<file path="src/rtl/branch_target_regs.svh">
`ifndef BRANCH_TARGET_REGS_SVH
`define BRANCH_TARGET_REGS_SVH
// Instruction step sizes
`define STEP_WIDE 32'h0000_0004
`define STEP_NARROW 32'h0000_0002
// Condition-register bit numbering offset
`define CR_BIT_BASE 32
// Branch-options field bit positions
`define OPT_COND_IGNORE 0
`define OPT_COND_SENSE 1
`define OPT_CTR_IGNORE 2
`define OPT_CTR_SENSE 3
// Compact options field bit positions
`define LOPT_CTR_USE 0
`define LOPT_SENSE 1
// Reset values
`define RESET_ADDRESS 32'h0000_0000
`define RESET_COUNT 32'h0000_0000
`define RESET_LINK 32'h0000_0000
`define RESET_COND 32'h0000_0000
`endif

</file>
<file path="src/rtl/branch_target_pkg.sv">
package branch_target_pkg;
  typedef enum logic [5:0] {
    JUMP_NONE = 6'b000001,
    JUMP_LONG_UNCOND = 6'b000010,
    JUMP_LONG_RELATIVE = 6'b000100,
    JUMP_SHORT_RELATIVE = 6'b001000,
    JUMP_LONG_COND = 6'b010000,
    JUMP_VIA_COUNT = 6'b100000
  } jump_kind_t;
  typedef enum logic [1:0] {
    COND_COMPACT = 2'b01,
    COND_SHORT = 2'b10
  } cond_form_t;
endpackage

</file>
<file path="src/rtl/cond_select_if.sv">
interface cond_select_if;
  logic [31:0] condition_register;
  logic [4:0] bit_index;
  logic bit_value;
  modport user (output condition_register, output bit_index, input bit_value);
  modport sel (input condition_register, input bit_index, output bit_value);
endinterface

</file>
<file path="src/rtl/cond_bit_select.sv">
// Picks condition-register bit (index + 32), big-endian numbering
module cond_bit_select (
  cond_select_if.sel port
);
  // Architectural bit 32 is the msb of the 32-bit register
  always_comb begin
    port.bit_value = port.condition_register[5'd31 - port.bit_index];
  end
endmodule

</file>
<file path="src/rtl/branch_target_unit.sv">
`include "branch_target_regs.svh"
module branch_target_unit (
  input wire logic i_clk,
  input wire logic i_rst_n,
  input wire logic i_valid,
  input wire branch_target_pkg::jump_kind_t i_kind,
  input wire logic i_compact_valid,
  input wire branch_target_pkg::cond_form_t i_compact_form,
  input wire logic [31:0] i_current_instr_address,
  input wire logic i_absolute_flag,
  input wire logic i_link_flag,
  input wire logic [23:0] i_long_jump_offset,
  input wire logic [23:0] i_long_displacement,
  input wire logic [7:0] i_short_displacement,
  input wire logic [13:0] i_cond_displacement,
  input wire logic [14:0] i_mid_displacement,
  input wire logic [4:0] i_branch_options,
  input wire logic [4:0] i_condition_index,
  input wire logic [3:0] i_long_options_field,
  input wire logic [3:0] i_long_condition_index,
  input wire logic i_short_options_bit,
  input wire logic [1:0] i_short_condition_index,
  input wire logic i_cr_write,
  input wire logic [31:0] i_condition_register,
  input wire logic i_count_write,
  input wire logic [31:0] i_count_value,
  output logic o_next_valid,
  output logic [31:0] o_next_instr_address,
  output logic o_taken,
  output logic [31:0] o_link_register,
  output logic [31:0] o_count_register,
  output logic [31:0] o_condition_register
);
  import branch_target_pkg::*;

  // ------------------------------------------------------------
  // Architectural state and datapath signals
  // ------------------------------------------------------------
  logic [31:0] current_instr_address;
  logic [31:0] seq_wide;
  logic [31:0] seq_narrow;
  logic [31:0] next_target;
  logic [31:0] next_address;
  logic next_taken;
  logic next_link_write;
  logic [31:0] next_link;
  logic next_decrement;
  logic [31:0] count_dec;
  logic ctr_ok;
  logic cond_ok;
  logic [4:0] sel_index;
  logic is_cond_form;
  cond_select_if cr_sel ();

  assign current_instr_address = i_current_instr_address;
  // Carries out of bit 31 drop by the 32-bit sum widths
  assign seq_wide = current_instr_address + `STEP_WIDE;
  assign seq_narrow = current_instr_address + `STEP_NARROW;
  assign count_dec = o_count_register - 32'h0000_0001;

  // ------------------------------------------------------------
  // Condition-bit selection
  // ------------------------------------------------------------
  // Narrow index fields zero-extend, limiting reach per form
  always_comb begin
    sel_index = i_condition_index;
    if (i_compact_valid && i_compact_form == COND_COMPACT) begin
      sel_index = {1'b0, i_long_condition_index};
    end else if (i_compact_valid && i_compact_form == COND_SHORT) begin
      sel_index = {3'b000, i_short_condition_index};
    end
  end

  // Bit meaning per field is set by the writers; this unit only reads them
  assign cr_sel.condition_register = o_condition_register;
  assign cr_sel.bit_index = sel_index;

  cond_bit_select u_sel (
    .port(cr_sel.sel)
  );

  // ------------------------------------------------------------
  // Counter and condition tests
  // ------------------------------------------------------------
  // Tests use the already decremented count
  always_comb begin
    ctr_ok = 1'b1;
    cond_ok = 1'b1;
    next_decrement = 1'b0;
    is_cond_form = 1'b0;
    if (i_compact_valid && i_compact_form == COND_COMPACT) begin
      is_cond_form = 1'b1;
      next_decrement = i_long_options_field[`LOPT_CTR_USE];
      ctr_ok = !i_long_options_field[`LOPT_CTR_USE] ||
               ((count_dec != 32'h0000_0000) ^ i_long_options_field[`LOPT_SENSE]);
      cond_ok = i_long_options_field[`LOPT_CTR_USE] ||
                (cr_sel.bit_value == i_long_options_field[`LOPT_SENSE]);
    end else if (i_compact_valid && i_compact_form == COND_SHORT) begin
      is_cond_form = 1'b1;
      cond_ok = (cr_sel.bit_value == i_short_options_bit);
    end else if (i_kind == JUMP_LONG_COND) begin
      is_cond_form = 1'b1;
      next_decrement = !i_branch_options[`OPT_CTR_IGNORE];
      ctr_ok = i_branch_options[`OPT_CTR_IGNORE] ||
               ((count_dec != 32'h0000_0000) ^ i_branch_options[`OPT_CTR_SENSE]);
      cond_ok = i_branch_options[`OPT_COND_IGNORE] ||
                (cr_sel.bit_value == i_branch_options[`OPT_COND_SENSE]);
    end else if (i_kind == JUMP_VIA_COUNT) begin
      is_cond_form = 1'b1;
      cond_ok = i_branch_options[`OPT_COND_IGNORE] ||
                (cr_sel.bit_value == i_branch_options[`OPT_COND_SENSE]);
    end
  end

  // ------------------------------------------------------------
  // Target and link computation
  // ------------------------------------------------------------
  always_comb begin
    next_target = seq_wide;
    next_link = seq_wide;
    next_link_write = i_link_flag;
    if (i_compact_valid && i_compact_form == COND_COMPACT) begin
      next_target = current_instr_address + {{16{i_mid_displacement[14]}}, i_mid_displacement, 1'b0};
    end else if (i_compact_valid && i_compact_form == COND_SHORT) begin
      next_target = current_instr_address + {{23{i_short_displacement[7]}}, i_short_displacement, 1'b0};
      next_link_write = 1'b0;
    end else begin
      case (i_kind)
        JUMP_LONG_UNCOND: begin
          next_target = (i_absolute_flag ? 32'h0000_0000 : current_instr_address) +
                        {{6{i_long_jump_offset[23]}}, i_long_jump_offset, 2'b00};
        end
        JUMP_LONG_RELATIVE: begin
          next_target = current_instr_address + {{7{i_long_displacement[23]}}, i_long_displacement, 1'b0};
        end
        JUMP_SHORT_RELATIVE: begin
          next_target = current_instr_address + {{23{i_short_displacement[7]}}, i_short_displacement, 1'b0};
          next_link = seq_narrow;
        end
        JUMP_LONG_COND: begin
          next_target = (i_absolute_flag ? 32'h0000_0000 : current_instr_address) +
                        {{16{i_cond_displacement[13]}}, i_cond_displacement, 2'b00};
        end
        JUMP_VIA_COUNT: begin
          next_target = {o_count_register[31:2], 2'b00};
        end
        default: begin
          next_target = seq_wide;
          next_link_write = 1'b0;
        end
      endcase
    end
  end

  // Untaken conditionals fall through by their own size
  always_comb begin
    next_taken = ctr_ok && cond_ok;
    if (!is_cond_form) begin
      next_taken = !(i_kind == JUMP_NONE) || i_compact_valid;
    end
    if (next_taken) begin
      next_address = next_target;
    end else if (i_compact_valid && i_compact_form == COND_SHORT) begin
      next_address = seq_narrow;
    end else begin
      next_address = seq_wide;
    end
  end

  // ------------------------------------------------------------
  // Registered outputs
  // ------------------------------------------------------------
  // Next address pulses one cycle after the request
  always_ff @(posedge i_clk) begin
    if (!i_rst_n) begin
      o_next_valid <= 1'b0;
      o_next_instr_address <= `RESET_ADDRESS;
      o_taken <= 1'b0;
    end else begin
      o_next_valid <= i_valid;
      if (i_valid) begin
        o_next_instr_address <= next_address;
        o_taken <= next_taken;
      end
    end
  end

  // Link written on any branch request with the flag set, taken or not; never by a short conditional
  always_ff @(posedge i_clk) begin
    if (!i_rst_n) begin
      o_link_register <= `RESET_LINK;
    end else if (i_valid && next_link_write) begin
      o_link_register <= next_link;
    end
  end

  // Branch decrement wins over a pipeline count load in the same cycle
  always_ff @(posedge i_clk) begin
    if (!i_rst_n) begin
      o_count_register <= `RESET_COUNT;
    end else if (i_valid && next_decrement) begin
      o_count_register <= count_dec;
    end else if (i_count_write) begin
      o_count_register <= i_count_value;
    end
  end

  // Condition register is loaded by completing instructions
  always_ff @(posedge i_clk) begin
    if (!i_rst_n) begin
      o_condition_register <= `RESET_COND;
    end else if (i_cr_write) begin
      o_condition_register <= i_condition_register;
    end
  end

  // ------------------------------------------------------------
  // Checks
  // ------------------------------------------------------------
  property p_link_plus4;
    @(posedge i_clk) disable iff (!i_rst_n)
    (i_valid && i_link_flag && !i_compact_valid &&
     (i_kind == JUMP_LONG_UNCOND || i_kind == JUMP_LONG_COND)) |=> (o_link_register == $past(seq_wide));
  endproperty
  a_link_plus4: assert property (p_link_plus4) else $error("link not address plus 4");

  property p_short_link;
    @(posedge i_clk) disable iff (!i_rst_n)
    (i_valid && i_link_flag && !i_compact_valid && i_kind == JUMP_SHORT_RELATIVE)
      |=> (o_link_register == $past(current_instr_address) + 32'h0000_0002);
  endproperty
  a_short_link: assert property (p_short_link) else $error("short link not address plus 2");

  property p_decrement;
    @(posedge i_clk) disable iff (!i_rst_n)
    (i_valid && !i_compact_valid && i_kind == JUMP_LONG_COND && !i_branch_options[2])
      |=> (o_count_register == $past(o_count_register) - 32'h0000_0001);
  endproperty
  a_decrement: assert property (p_decrement) else $error("count not decremented");

  property p_count_jump_no_dec;
    @(posedge i_clk) disable iff (!i_rst_n)
    (i_valid && !i_compact_valid && i_kind == JUMP_VIA_COUNT && !i_count_write)
      |=> $stable(o_count_register);
  endproperty
  a_count_jump_no_dec: assert property (p_count_jump_no_dec) else $error("count jump changed count");

  property p_short_cond_fall;
    @(posedge i_clk) disable iff (!i_rst_n)
    (i_valid && i_compact_valid && i_compact_form == COND_SHORT && !next_taken)
      |=> (o_next_instr_address == $past(current_instr_address) + 32'h0000_0002);
  endproperty
  a_short_cond_fall: assert property (p_short_cond_fall) else $error("short fall-through wrong");

  property p_short_no_link;
    @(posedge i_clk) disable iff (!i_rst_n)
    (i_valid && i_compact_valid && i_compact_form == COND_SHORT) |=> $stable(o_link_register);
  endproperty
  a_short_no_link: assert property (p_short_no_link) else $error("short conditional wrote link");

  property p_count_target;
    @(posedge i_clk) disable iff (!i_rst_n)
    (i_valid && !i_compact_valid && i_kind == JUMP_VIA_COUNT && next_taken)
      |=> (o_next_instr_address[1:0] == 2'b00 && o_taken);
  endproperty
  a_count_target: assert property (p_count_target) else $error("count target misaligned");

  property p_cond_fall;
    @(posedge i_clk) disable iff (!i_rst_n)
    (i_valid && !i_compact_valid && i_kind == JUMP_LONG_COND && !(ctr_ok && cond_ok))
      |=> (o_next_instr_address == $past(current_instr_address) + 32'h0000_0004 && !o_taken);
  endproperty
  a_cond_fall: assert property (p_cond_fall) else $error("conditional fall-through wrong");

  property p_valid_pulse;
    @(posedge i_clk) disable iff (!i_rst_n)
    i_valid |=> o_next_valid;
  endproperty
  a_valid_pulse: assert property (p_valid_pulse) else $error("next address not presented");
endmodule

</file>
<file path="config.mk">
export PLATFORM = sky130hd
export DESIGN_NAME = branch_target_unit
export DESIGN_NICKNAME = d
export VERILOG_FILES = /design/src/rtl/branch_target_pkg.sv /design/src/rtl/cond_select_if.sv /design/src/rtl/cond_bit_select.sv /design/src/rtl/branch_target_unit.sv
export VERILOG_INCLUDE_DIRS = /design/src /design/src/rtl
export SDC_FILE = /design/constraint.sdc
export NUM_CORES = 1
export LEC_CHECK = 0
export BUFFER_PORTS_ARGS = -buffer_cell sky130_fd_sc_hd__buf_2
export CORE_MARGIN = 5
export CORE_UTILIZATION = 40
export DETAILED_ROUTE_END_ITERATION = 10
export GPL_TIMING_DRIVEN = 0
export PLACE_DENSITY = 0.71
export SLEW_MARGIN = 25
export SYNTH_ARGS = -nofsm -noshare
export SYNTH_HDL_FRONTEND = slang
export SYNTH_HIERARCHICAL = 1
export SYNTH_SLANG_ARGS = --single-unit
</file>
<file path="constraint.sdc">
create_clock -name i_clk -period 10.8 [get_ports i_clk]
set_input_delay 0 -clock i_clk [delete_from_list [all_inputs] [get_ports i_clk]]
set_output_delay 0 -clock i_clk [all_outputs]
set_load 0.01 [all_outputs]
</file>
After elaboration in Yosys (flattened, before gate mapping)
Cells that the tools add are included.

Flip-flop bits (word level): 130. Input bits: 218. Output and inout port bits: 130. Word-level logic and storage cells: 78.

Add/subtract/negate cells: 9. Order comparisons: 1. Equal/unequal tests: 11. Mux-type cells: 33. Bitwise operators: 2. Reduce and logical (&&, ||, !) cells: 16.

Operators by type and width (number): 32-bit 2-to-1 mux (10); 32-bit adder (5); 32-bit case mux with 5 select lines (1); 32-bit by 2-bit adder with 32-bit output (second input constant) (1); 32-bit by 3-bit adder with 32-bit output (second input constant) (1); 32-bit nonzero test (1); 32-bit by 1-bit subtractor with 32-bit output (second input constant) (1); 1-bit 2-to-1 mux (19); 5-bit 2-to-1 mux (2); 6-bit by 1-bit equality test with 1-bit output (second input constant) (1); 6-bit by 2-bit equality test with 1-bit output (second input constant) (1); 6-bit by 3-bit equality test with 1-bit output (second input constant) (1); 6-bit by 4-bit equality test with 1-bit output (second input constant) (1); 6-bit by 5-bit equality test with 1-bit output (second input constant) (1); 6-bit equality test (second input constant) (1); 5-bit by 6-bit less-than comparator with 1-bit output (second input constant) (1); 1-bit binary-select mux with 5-bit select (1); 1-bit logical AND (5); 1-bit logical OR (5); 5-bit OR reduction (1); 5-bit subtractor (first input constant) (1); 1-bit equality test (3); 1-bit zero test (3); 2-bit by 1-bit equality test with 1-bit output (second input constant) (1); other kinds (3) (4).

Depth between registers and ports, before layout
Gate-level depths: netlist of the first run.

Depth in word-level cells: 16. Gate-level depth with buffers: 23. Gate-level depth less buffers: 17.

Hierarchy
Netlist of the first run, hierarchy kept.

By module, submodules not included: branch_target_unit (times used 1, cells each 2086, area an instance 15208.3 um^2, sequential area each 2602.5 um^2); cond_bit_select (times used 1, cells each 41, area an instance 325.3 um^2, sequential area each 0.0 um^2).

Least setup slack after synthesis of the first run
Ideal clock, no wire load.

Kind: input -> register. Start point: in i_kind[3]. End point: reg o_next_instr_address[22]. Setup time: 132 ps. Arrival time: 3887 ps. Required time: 10668 ps. Setup slack: 6781 ps. Stages: 17. Path buffers: 2. Cell sequence: clkbuf_1 nor3_1 nand3_1 clkbuf_1 mux2_2 ha_1 a21oi_1 nor2b_1 nor4_1 nor3_1 nor2_1 o221ai_1 xnor2_1 a211o_1 a2111oi_0 a211o_1 a21oi_1.

Longest elaborated chain between the ends: 8. Elaborated cells on any way between the ends: 25. Classes of those cells: eq/ne (6); mux (16); reduce/logical (3).

Ends and longest elaborated chain: start, declared (line branch_target_unit.sv:6) `input wire branch_target_pkg::jump_kind_t i_kind,`; 6-bit equality test (line branch_target_unit.sv:108, branch_target_unit.sv:128); 1-bit 2-to-1 mux (line branch_target_unit.sv:108) `end else if (i_kind == JUMP_VIA_COUNT) begin`; 1-bit 2-to-1 mux (line branch_target_unit.sv:101) `end else if (i_kind == JUMP_LONG_COND) begin`; 1-bit 2-to-1 mux (line branch_target_unit.sv:98) `end else if (i_compact_valid && i_compact_form == COND_SHORT) begin`; 1-bit 2-to-1 mux (line branch_target_unit.sv:91) `if (i_compact_valid && i_compact_form == COND_COMPACT) begin`; 1-bit logical AND (line branch_target_unit.sv:157) `next_taken = ctr_ok && cond_ok;`; 1-bit 2-to-1 mux (line branch_target_unit.sv:158) `if (!is_cond_form) begin`; 32-bit 2-to-1 mux (*) (line branch_target_unit.sv:161) `if (next_taken) begin`; end signal, assigned (line branch_target_unit.sv:177) `` o_next_instr_address <= `RESET_ADDRESS; ``; end signal, assigned (line branch_target_unit.sv:182) `o_next_instr_address <= next_address;`; end, declared (line branch_target_unit.sv:28) `output logic [31:0] o_next_instr_address,`.

Every way passes the cells marked *; elsewhere a longest branch is shown, timed or not. A chain may end at the register's enable or synchronous reset.

Final worst setup path of the first run
Start point: in i_compact_valid. End point: reg o_next_instr_address[21].

Longest elaborated chain between the ends: 15. Elaborated cells on any way between the ends: 27. Classes of those cells: add/sub (1); eq/ne (3); mux (17); reduce/logical (6).

Ends and longest elaborated chain: start, declared (line branch_target_unit.sv:7) `input wire logic i_compact_valid,`; 1-bit logical AND (line branch_target_unit.sv:69) `end else if (i_compact_valid && i_compact_form == COND_SHORT) begin`; 5-bit 2-to-1 mux (line branch_target_unit.sv:69); 5-bit 2-to-1 mux (*) (line branch_target_unit.sv:67) `if (i_compact_valid && i_compact_form == COND_COMPACT) begin`; named net cr_sel.bit_index[1] (line cond_select_if.sv:3) `logic [4:0] bit_index;`; 5-bit subtractor (*) (line cond_bit_select.sv:7) `port.bit_value = port.condition_register[5'd31 - port.bit_index];`; 1-bit binary-select mux with 5-bit select (*) (line cond_bit_select.sv:7); 1-bit 2-to-1 mux (not written as such) (*) (line cond_bit_select.sv:7); named net cr_sel.bit_value (line cond_select_if.sv:4) `logic bit_value;`; 1-bit equality test (line branch_target_unit.sv:107, branch_target_unit.sv:111); 1-bit logical OR (line branch_target_unit.sv:106, branch_target_unit.sv:110); 1-bit 2-to-1 mux (line branch_target_unit.sv:108); 1-bit 2-to-1 mux (line branch_target_unit.sv:101); 1-bit 2-to-1 mux (line branch_target_unit.sv:98); 1-bit 2-to-1 mux (*) (line branch_target_unit.sv:91); 1-bit logical AND (*) (line branch_target_unit.sv:157); 1-bit 2-to-1 mux (*) (line branch_target_unit.sv:158); 32-bit 2-to-1 mux (*) (line branch_target_unit.sv:161).

The timed path passes the listed nets; every way through them passes the cells marked *. The select of a mux whose other input is x is not followed.

==> results.yml, run 1 <==
worst_setup_path:
  path_max_fanout: 10
  r2r_slack_ns: 5.48
  rr_startpoint: "o_count_register[1]"
  startpoint_type: "input pin"
  critical_path_arrival_ns: 5.78
  cp-end-kind: "flip-flop"
  required_ns: 11.17
  path_class: "in -> reg"
  r2r_cells: 13
  r2r_end: "o_next_instr_address[21]"
power_and_ir_drop:
  switching_share_pct: 41.85
  totalPowerFinal_mw: 2.012
  internal_power_mw: 1.170
  switchingPower_uw: 841.9
  power_density_mw_per_mm2: 105.0
  leakage_nw: 8.205
  pwr-share-seq_pct: 27.2
  ir_drop_mv: 0.1139
  p_comb_share_pct: 42.5
  clkPwrFrac_pct: 30.3
global_route:
  grt_usage_pct: 33.83
  grt_antenna_before_repair: 3
  grt_pass1_wl_mm: 113.9
  globalRouteOverflowTotal: 0
  grt_start_max_net_pins: 25
  grt_pass1_vias: 18490
clock_tree:
  postCtsSetupRepairBufs: 0
  cts_resized: 0
  cts.sinks: 130
  clock-root-buffer: "clkbuf_16"
  cts-buffers-inserted: 17
  hold_buffers: 68
  tritoncts: "done"
  htreeDepth: 4
  clk_pin_slew_ns: 0.07
  cts_buffer_depth: 2
  insertion_delay_ns: 0.45
placement:
  place_congestion: 1.036
  dp_hpwl_mm: 62.14
  port_buffers: 337
  dpl_cell_area_mm2: 0.01789
logic_synthesis:
  synth_edf_count: 0
  synth_cells: 2127
  syn_area_mm2: 0.01553
  ys_seq_area_share_pct: 16.75
  ys_ff_latch: 130
  synth.avg_cell_area_um2: 7.303
  yosysWarningCount: 6
  synth_cell_types: 90
  synthArstFlopShare_pct: 0
  synthFlopType: "dfxtp_1"
  syn_nets: 2472
cells_and_area:
  area_delta_synth_final_pct: 23.33
  postLayoutCoreUtil_pct: 49.69
  diodes: 0
  mostFrequentLayoutCells: "buf_2 (343), nor2_1 (207), nand2_1 (181), a21oi_1 (177), dfxtp_1 (130)"
  nNetsFinal: 2897
  drive_gt1_share_pct: 16.37
  fin_area_mm2: 0.01916
  final_common_cell: "buf_2"
worst_hold_path:
  min_from: "i_count_write"
  min_to: "o_count_register[23]"
  hold_path.class: "in -> reg"
  holdPathStages: 4
detailed_routing:
  viasPerCell: 6.153
  drt_iter0_drc: 1775
  vias: 18970
  avgRoutedWirePerCell_um: 24.83
  drc: 0
  wirelength_mm: 76.56
  ant_nets: 0
  firstDrtPassIters: 6
sta:
  tns_ns: 0
  fin_crit_ns: 5.408
  timing.fmax_mhz: 184.9
  finalClockSkew_ns: 0.01308
  final-hold-violation-count: 0
  max_slew_margin_pct: 27.24
  setup_viol: 0
  rsz0062_at_grt: "no"
  worst_slew_pin_slew_ns: 1.091
  fin_crit_sh_pct: 50.07
  drv_slew: 0
die:
  rows: 72
  die_y_um: 207.1
  dieArea_mm2: 0.04288
  fp.dieW_um: 207.1
  core_area_mm2: 0.03856
  pin_count: 348
  start_util_pct: 40.29
status:
  status: "complete, no violations"
run:
  cap_violations: 0
-- how the worst max path moves through the flow --
stage,start,end,cells past startpoint
floorplan,i_kind[3],o_next_instr_address[22],17
global placement,i_compact_valid,o_next_instr_address[21],21
detailed placement,i_kind[3],o_next_instr_address[28],17
CTS,i_compact_valid,o_next_instr_address[21],19
global route,i_kind[3],o_next_instr_address[28],17
finish,i_compact_valid,o_next_instr_address[21],21
-- layout make-up --
cell class | count | area, µm²
clock buffer | 17 | 425.4
multi-input combinational | 1817 | 12220
tap | 518 | 648.1
fill | 3913 | 19400
timing repair buffer | 406 | 2375
sequential | 130 | 2603
inverter | 46 | 172.7
buffer | 134 | 549.3
clock inverter | 15 | 165.2
-- critical path, stage by stage --
cell	delay (ns)
buf_2	0.13
nand3b_1	0.45
clkbuf_1	0.59
buf_1	0.77
nor2_1	0.08
a31oi_1	0.20
buf_6	0.19
buf_12	0.16
mux2i_1	0.25
a22oi_1	0.09
nand3_1	0.10
nand2_1	0.06
a311o_1	0.42
a221oi_1	0.29
a21oi_1	0.06
o21ai_0	0.16
nand2_1	0.12
o31ai_2	0.80
nand2_1	0.39
o221a_1	0.33
nor2_1	0.10
-- state kept, by name, indices dropped and copies added, names as in the netlist --
name,count
o_taken,1
o_condition_register,32
o_next_valid,1
o_count_register,32
o_next_instr_address,32
o_link_register,32
-- power groups by stage --
| stage | combinational, mW | sequential, mW | clock (mW) |
|---|---|---|---|
| global placement | 0.800 | 0.555 | 0 |
| detailed placement | 0.809 | 0.556 | 0 |
| floorplan | 0.514 | 0.556 | 0 |
| global route | 0.920 | 0.549 | 0.634 |
| CTS | 0.833 | 0.545 | 0.613 |
| finish | 0.855 | 0.547 | 0.610 |
-- cell usage after synthesis, drive strengths merged (32+ instances only) --
cell | count | area share (%)
nor3 | 54 | 1.7
ha | 123 | 9.9
nand2 | 181 | 4.4
nor2b | 46 | 1.9
nor2 | 207 | 5.0
a221oi | 35 | 2.0
a211oi | 61 | 2.9
inv | 45 | 1.1
xnor2 | 107 | 6.0
a21oi | 177 | 5.7
dfxtp | 130 | 17
a31oi | 36 | 1.4
a21o | 58 | 2.8
o21ai | 133 | 4.3
nand4 | 32 | 1.3
xor2 | 81 | 4.6
mux2i | 62 | 4.0
clkbuf | 111 | 2.7
nand3 | 74 | 2.4
-- logic make-up (layout without fill, tap and decap cells) --
kind of cell	count (synthesis)	after routing	synth area share (%)
XOR/XNOR	188	188	10.60
AO/OA/AOI/OAI	693	693	29.67
adder cells (fa/ha/maj)	127	127	10.42
buffers and inverters	180	618	4.648
AND/OR/NAND/NOR	734	734	22.96
flip-flops	130	130	16.75
multiplexers	75	75	4.938
-- stage by stage --
step           worst slack (ns)  hold slack (ns)  std cells
2_1_floorplan             6.781           0.1360       2127
3_3_place_gp              5.212           0.2394       2982
3_5_place_dp              5.160           0.2445       2983
4_1_cts                   5.631          0.04032       3083
5_1_grt                   5.155           0.1108       3083
6_report                  5.392          0.06071       3083
-- metal layers --
metal | up-vias | wire length, µm | track usage, %
met5 | - | 32 | 0
met4 | 4 | 2952 | 12.13
met3 | 170 | 7386 | 6.263
met2 | 1090 | 34880 | 56.15
met1 | 8908 | 31310 | 44.07
li1 | 8798 | - | -
No activity file was read; power rests on OpenSTA's default activity.
==> run 2: changes to the inputs <==
PLACE_DENSITY = 0.73   (was 0.71)
clock period = 4.4 ns   (was 10.8 ns; I/O delays follow)
==> results.yml, run 2 (synthesis results as in run 1) <==
cells_and_area:
  drive_gt1_share_pct: 17.70
  area_delta_synth_final_pct: 25.00
  mostFrequentLayoutCells: "buf_2 (345), nor2_1 (206), nand2_1 (181), a21oi_1 (174), dfxtp_1 (130)"
  fill_cells: 3910
  nNetsFinal: 2902
  final_common_cell: "buf_2"
  fin_area_mm2: 0.01942
sta:
  drv_slew: 0
  worst_hold_slack_ns: 0.04221
  worst_slew_pin_slew_ns: 1.193
  setup_viol: 0
  max_slew_margin_pct: 20.44
  finalClockSkew_ns: 0.01238
  timing.fmax_mhz: 229.6
  fin_crit_ns: 4.356
  fin_crit_sh_pct: 98.99
  final-hold-violation-count: 0
detailed_routing:
  viasPerCell: 6.200
  ant_nets: 0
  avgRoutedWirePerCell_um: 24.58
  drt_iter0_drc: 2015
  drc: 0
  wirelength_mm: 75.95
  vias: 19160
  firstDrtPassIters: 6
global_route:
  grt_antenna_before_repair: 3
  globalRouteOverflowTotal: 0
  grt_usage_pct: 33.36
  grt_pass1_vias: 18450
  grt_start_max_net_pins: 25
  grt_pass1_wl_mm: 112.6
die:
  die_y_um: 207.1
  pin_count: 348
  core_area_mm2: 0.03856
  dieArea_mm2: 0.04288
  start_util_pct: 40.29
  rows: 72
  fp.dieW_um: 207.1
power_and_ir_drop:
  leakage_nw: 8.283
  ir_drop_mv: 0.2770
  power_density_mw_per_mm2: 254.8
clock_tree:
  clock-root-buffer: "clkbuf_16"
  htreeDepth: 4
  cts.sinks: 130
  cts_buffer_depth: 2
  tritoncts: "done"
  cts-buffers-inserted: 17
  insertion_delay_ns: 0.46
  clk_pin_slew_ns: 0.07
worst_setup_path:
  startpoint_type: "flip-flop"
  slowest_delay_ns: 0.54
  cp_top_family: "simple AND/OR/NAND/NOR gates"
  path_max_fanout: 10
  cp_common_cell: "o211ai_1"
  r2r_slack_ns: 0.04
  cp-end-kind: "flip-flop"
  path_class: "reg -> reg"
  slowest_stage: "nor4_4"
  required_ns: 4.71
  critical_path_arrival_ns: 4.66
  crit_buf_inv: 2
  cp_cell_sequence: "clkbuf_1, nor4_4, nand2_1, or3_4, a221oi_4, o211ai_1, or3_4, a21oi_4, o31a_4, buf_2, o211ai_1, o211ai_1, a21oi_1"
placement:
  dp_hpwl_mm: 61.51
  port_buffers: 337
  dpl_cell_area_mm2: 0.01789
  place_congestion: 1.031
run:
  cap_violations: 0
worst_hold_path:
  hold_path.class: "in -> reg"
status:
  status: "complete, no violations"
run 2: final timing paths:
check	startpoint	end	depth (start not counted)
worst max-delay path	o_count_register[2]	o_next_instr_address[2]	13
worst min-delay path	i_count_write	o_count_register[23]	4
worst max register to register	o_count_register[2]	o_next_instr_address[2]	13
worst min register to register	o_next_instr_address[6]	o_next_instr_address[6]	2
run 2: what timing repair did:
action                                 in CTS  in global routing
setup endpoints to repair                  33                 33
pin swaps                                   3                 11
hold buffers                               68                  0
setup buffers                               1                  6
endpoints found under the hold margin      67                  0
gates resized for setup                    29                 20
run 2: cell type report:
type	count	area [µm²]	area share (%)
multi-input combinational	1817	12410	63.89
sequential	130	2603	13.40
inverter	46	172.7	0.8892
timing repair buffer	413	2427	12.50
antenna	2	5.005	0.02577
clock buffer	17	425.4	2.191
clock inverter	15	163.9	0.8441
buffer	132	566.8	2.919
tap	518	648.1	3.338
run 2: worst register-to-register path, stage by stage, from the launching register on:
cell and delay [ns]:
dfxtp_1 0.31, clkbuf_1 0.29, nor4_4 0.54, nand2_1 0.35, or3_4 0.53, a221oi_4 0.33
o211ai_1 0.30, or3_4 0.43, a21oi_4 0.21, o31a_4 0.22, buf_2 0.29, o211ai_1 0.16
o211ai_1 0.15, a21oi_1 0.11
run 2: per-stage QoR:
| stage | setup TNS [ns] | setup WS, ns | total power [mW] | util, % | cells |
|---|---|---|---|---|---|
| after floorplan | 0 | 0.3812 | 2.625 | - | 2127 |
| after global placement | -28.53 | -1.222 | 3.312 | 46.34 | 2982 |
| after detailed placement | -29.39 | -1.219 | 3.342 | 46.39 | 2983 |
| after CTS | 0 | 0.006675 | 4.867 | 50.07 | 3082 |
| after global routing | -0.2019 | -0.04403 | 5.141 | 50.36 | 3090 |
| final | 0 | 0.04427 | 4.947 | 50.36 | 3090 |
run 2: per-layer routing:
layer | part of all wire, % | up-vias | global-route usage, %
met3 | 8.9 | 175 | 5.673
met4 | 4.1 | 2 | 12.95
li1 | - | 8805 | -
met1 | 41 | 9086 | 43.48
met5 | 0.017 | - | 0
met2 | 46 | 1089 | 55.21
run 2: power breakdown:
group	switching (mW)	internal, mW	total, mW
clock network	0.711	0.759	1.47
registers	0.0924	1.25	1.34
logic	1.30	0.831	2.13
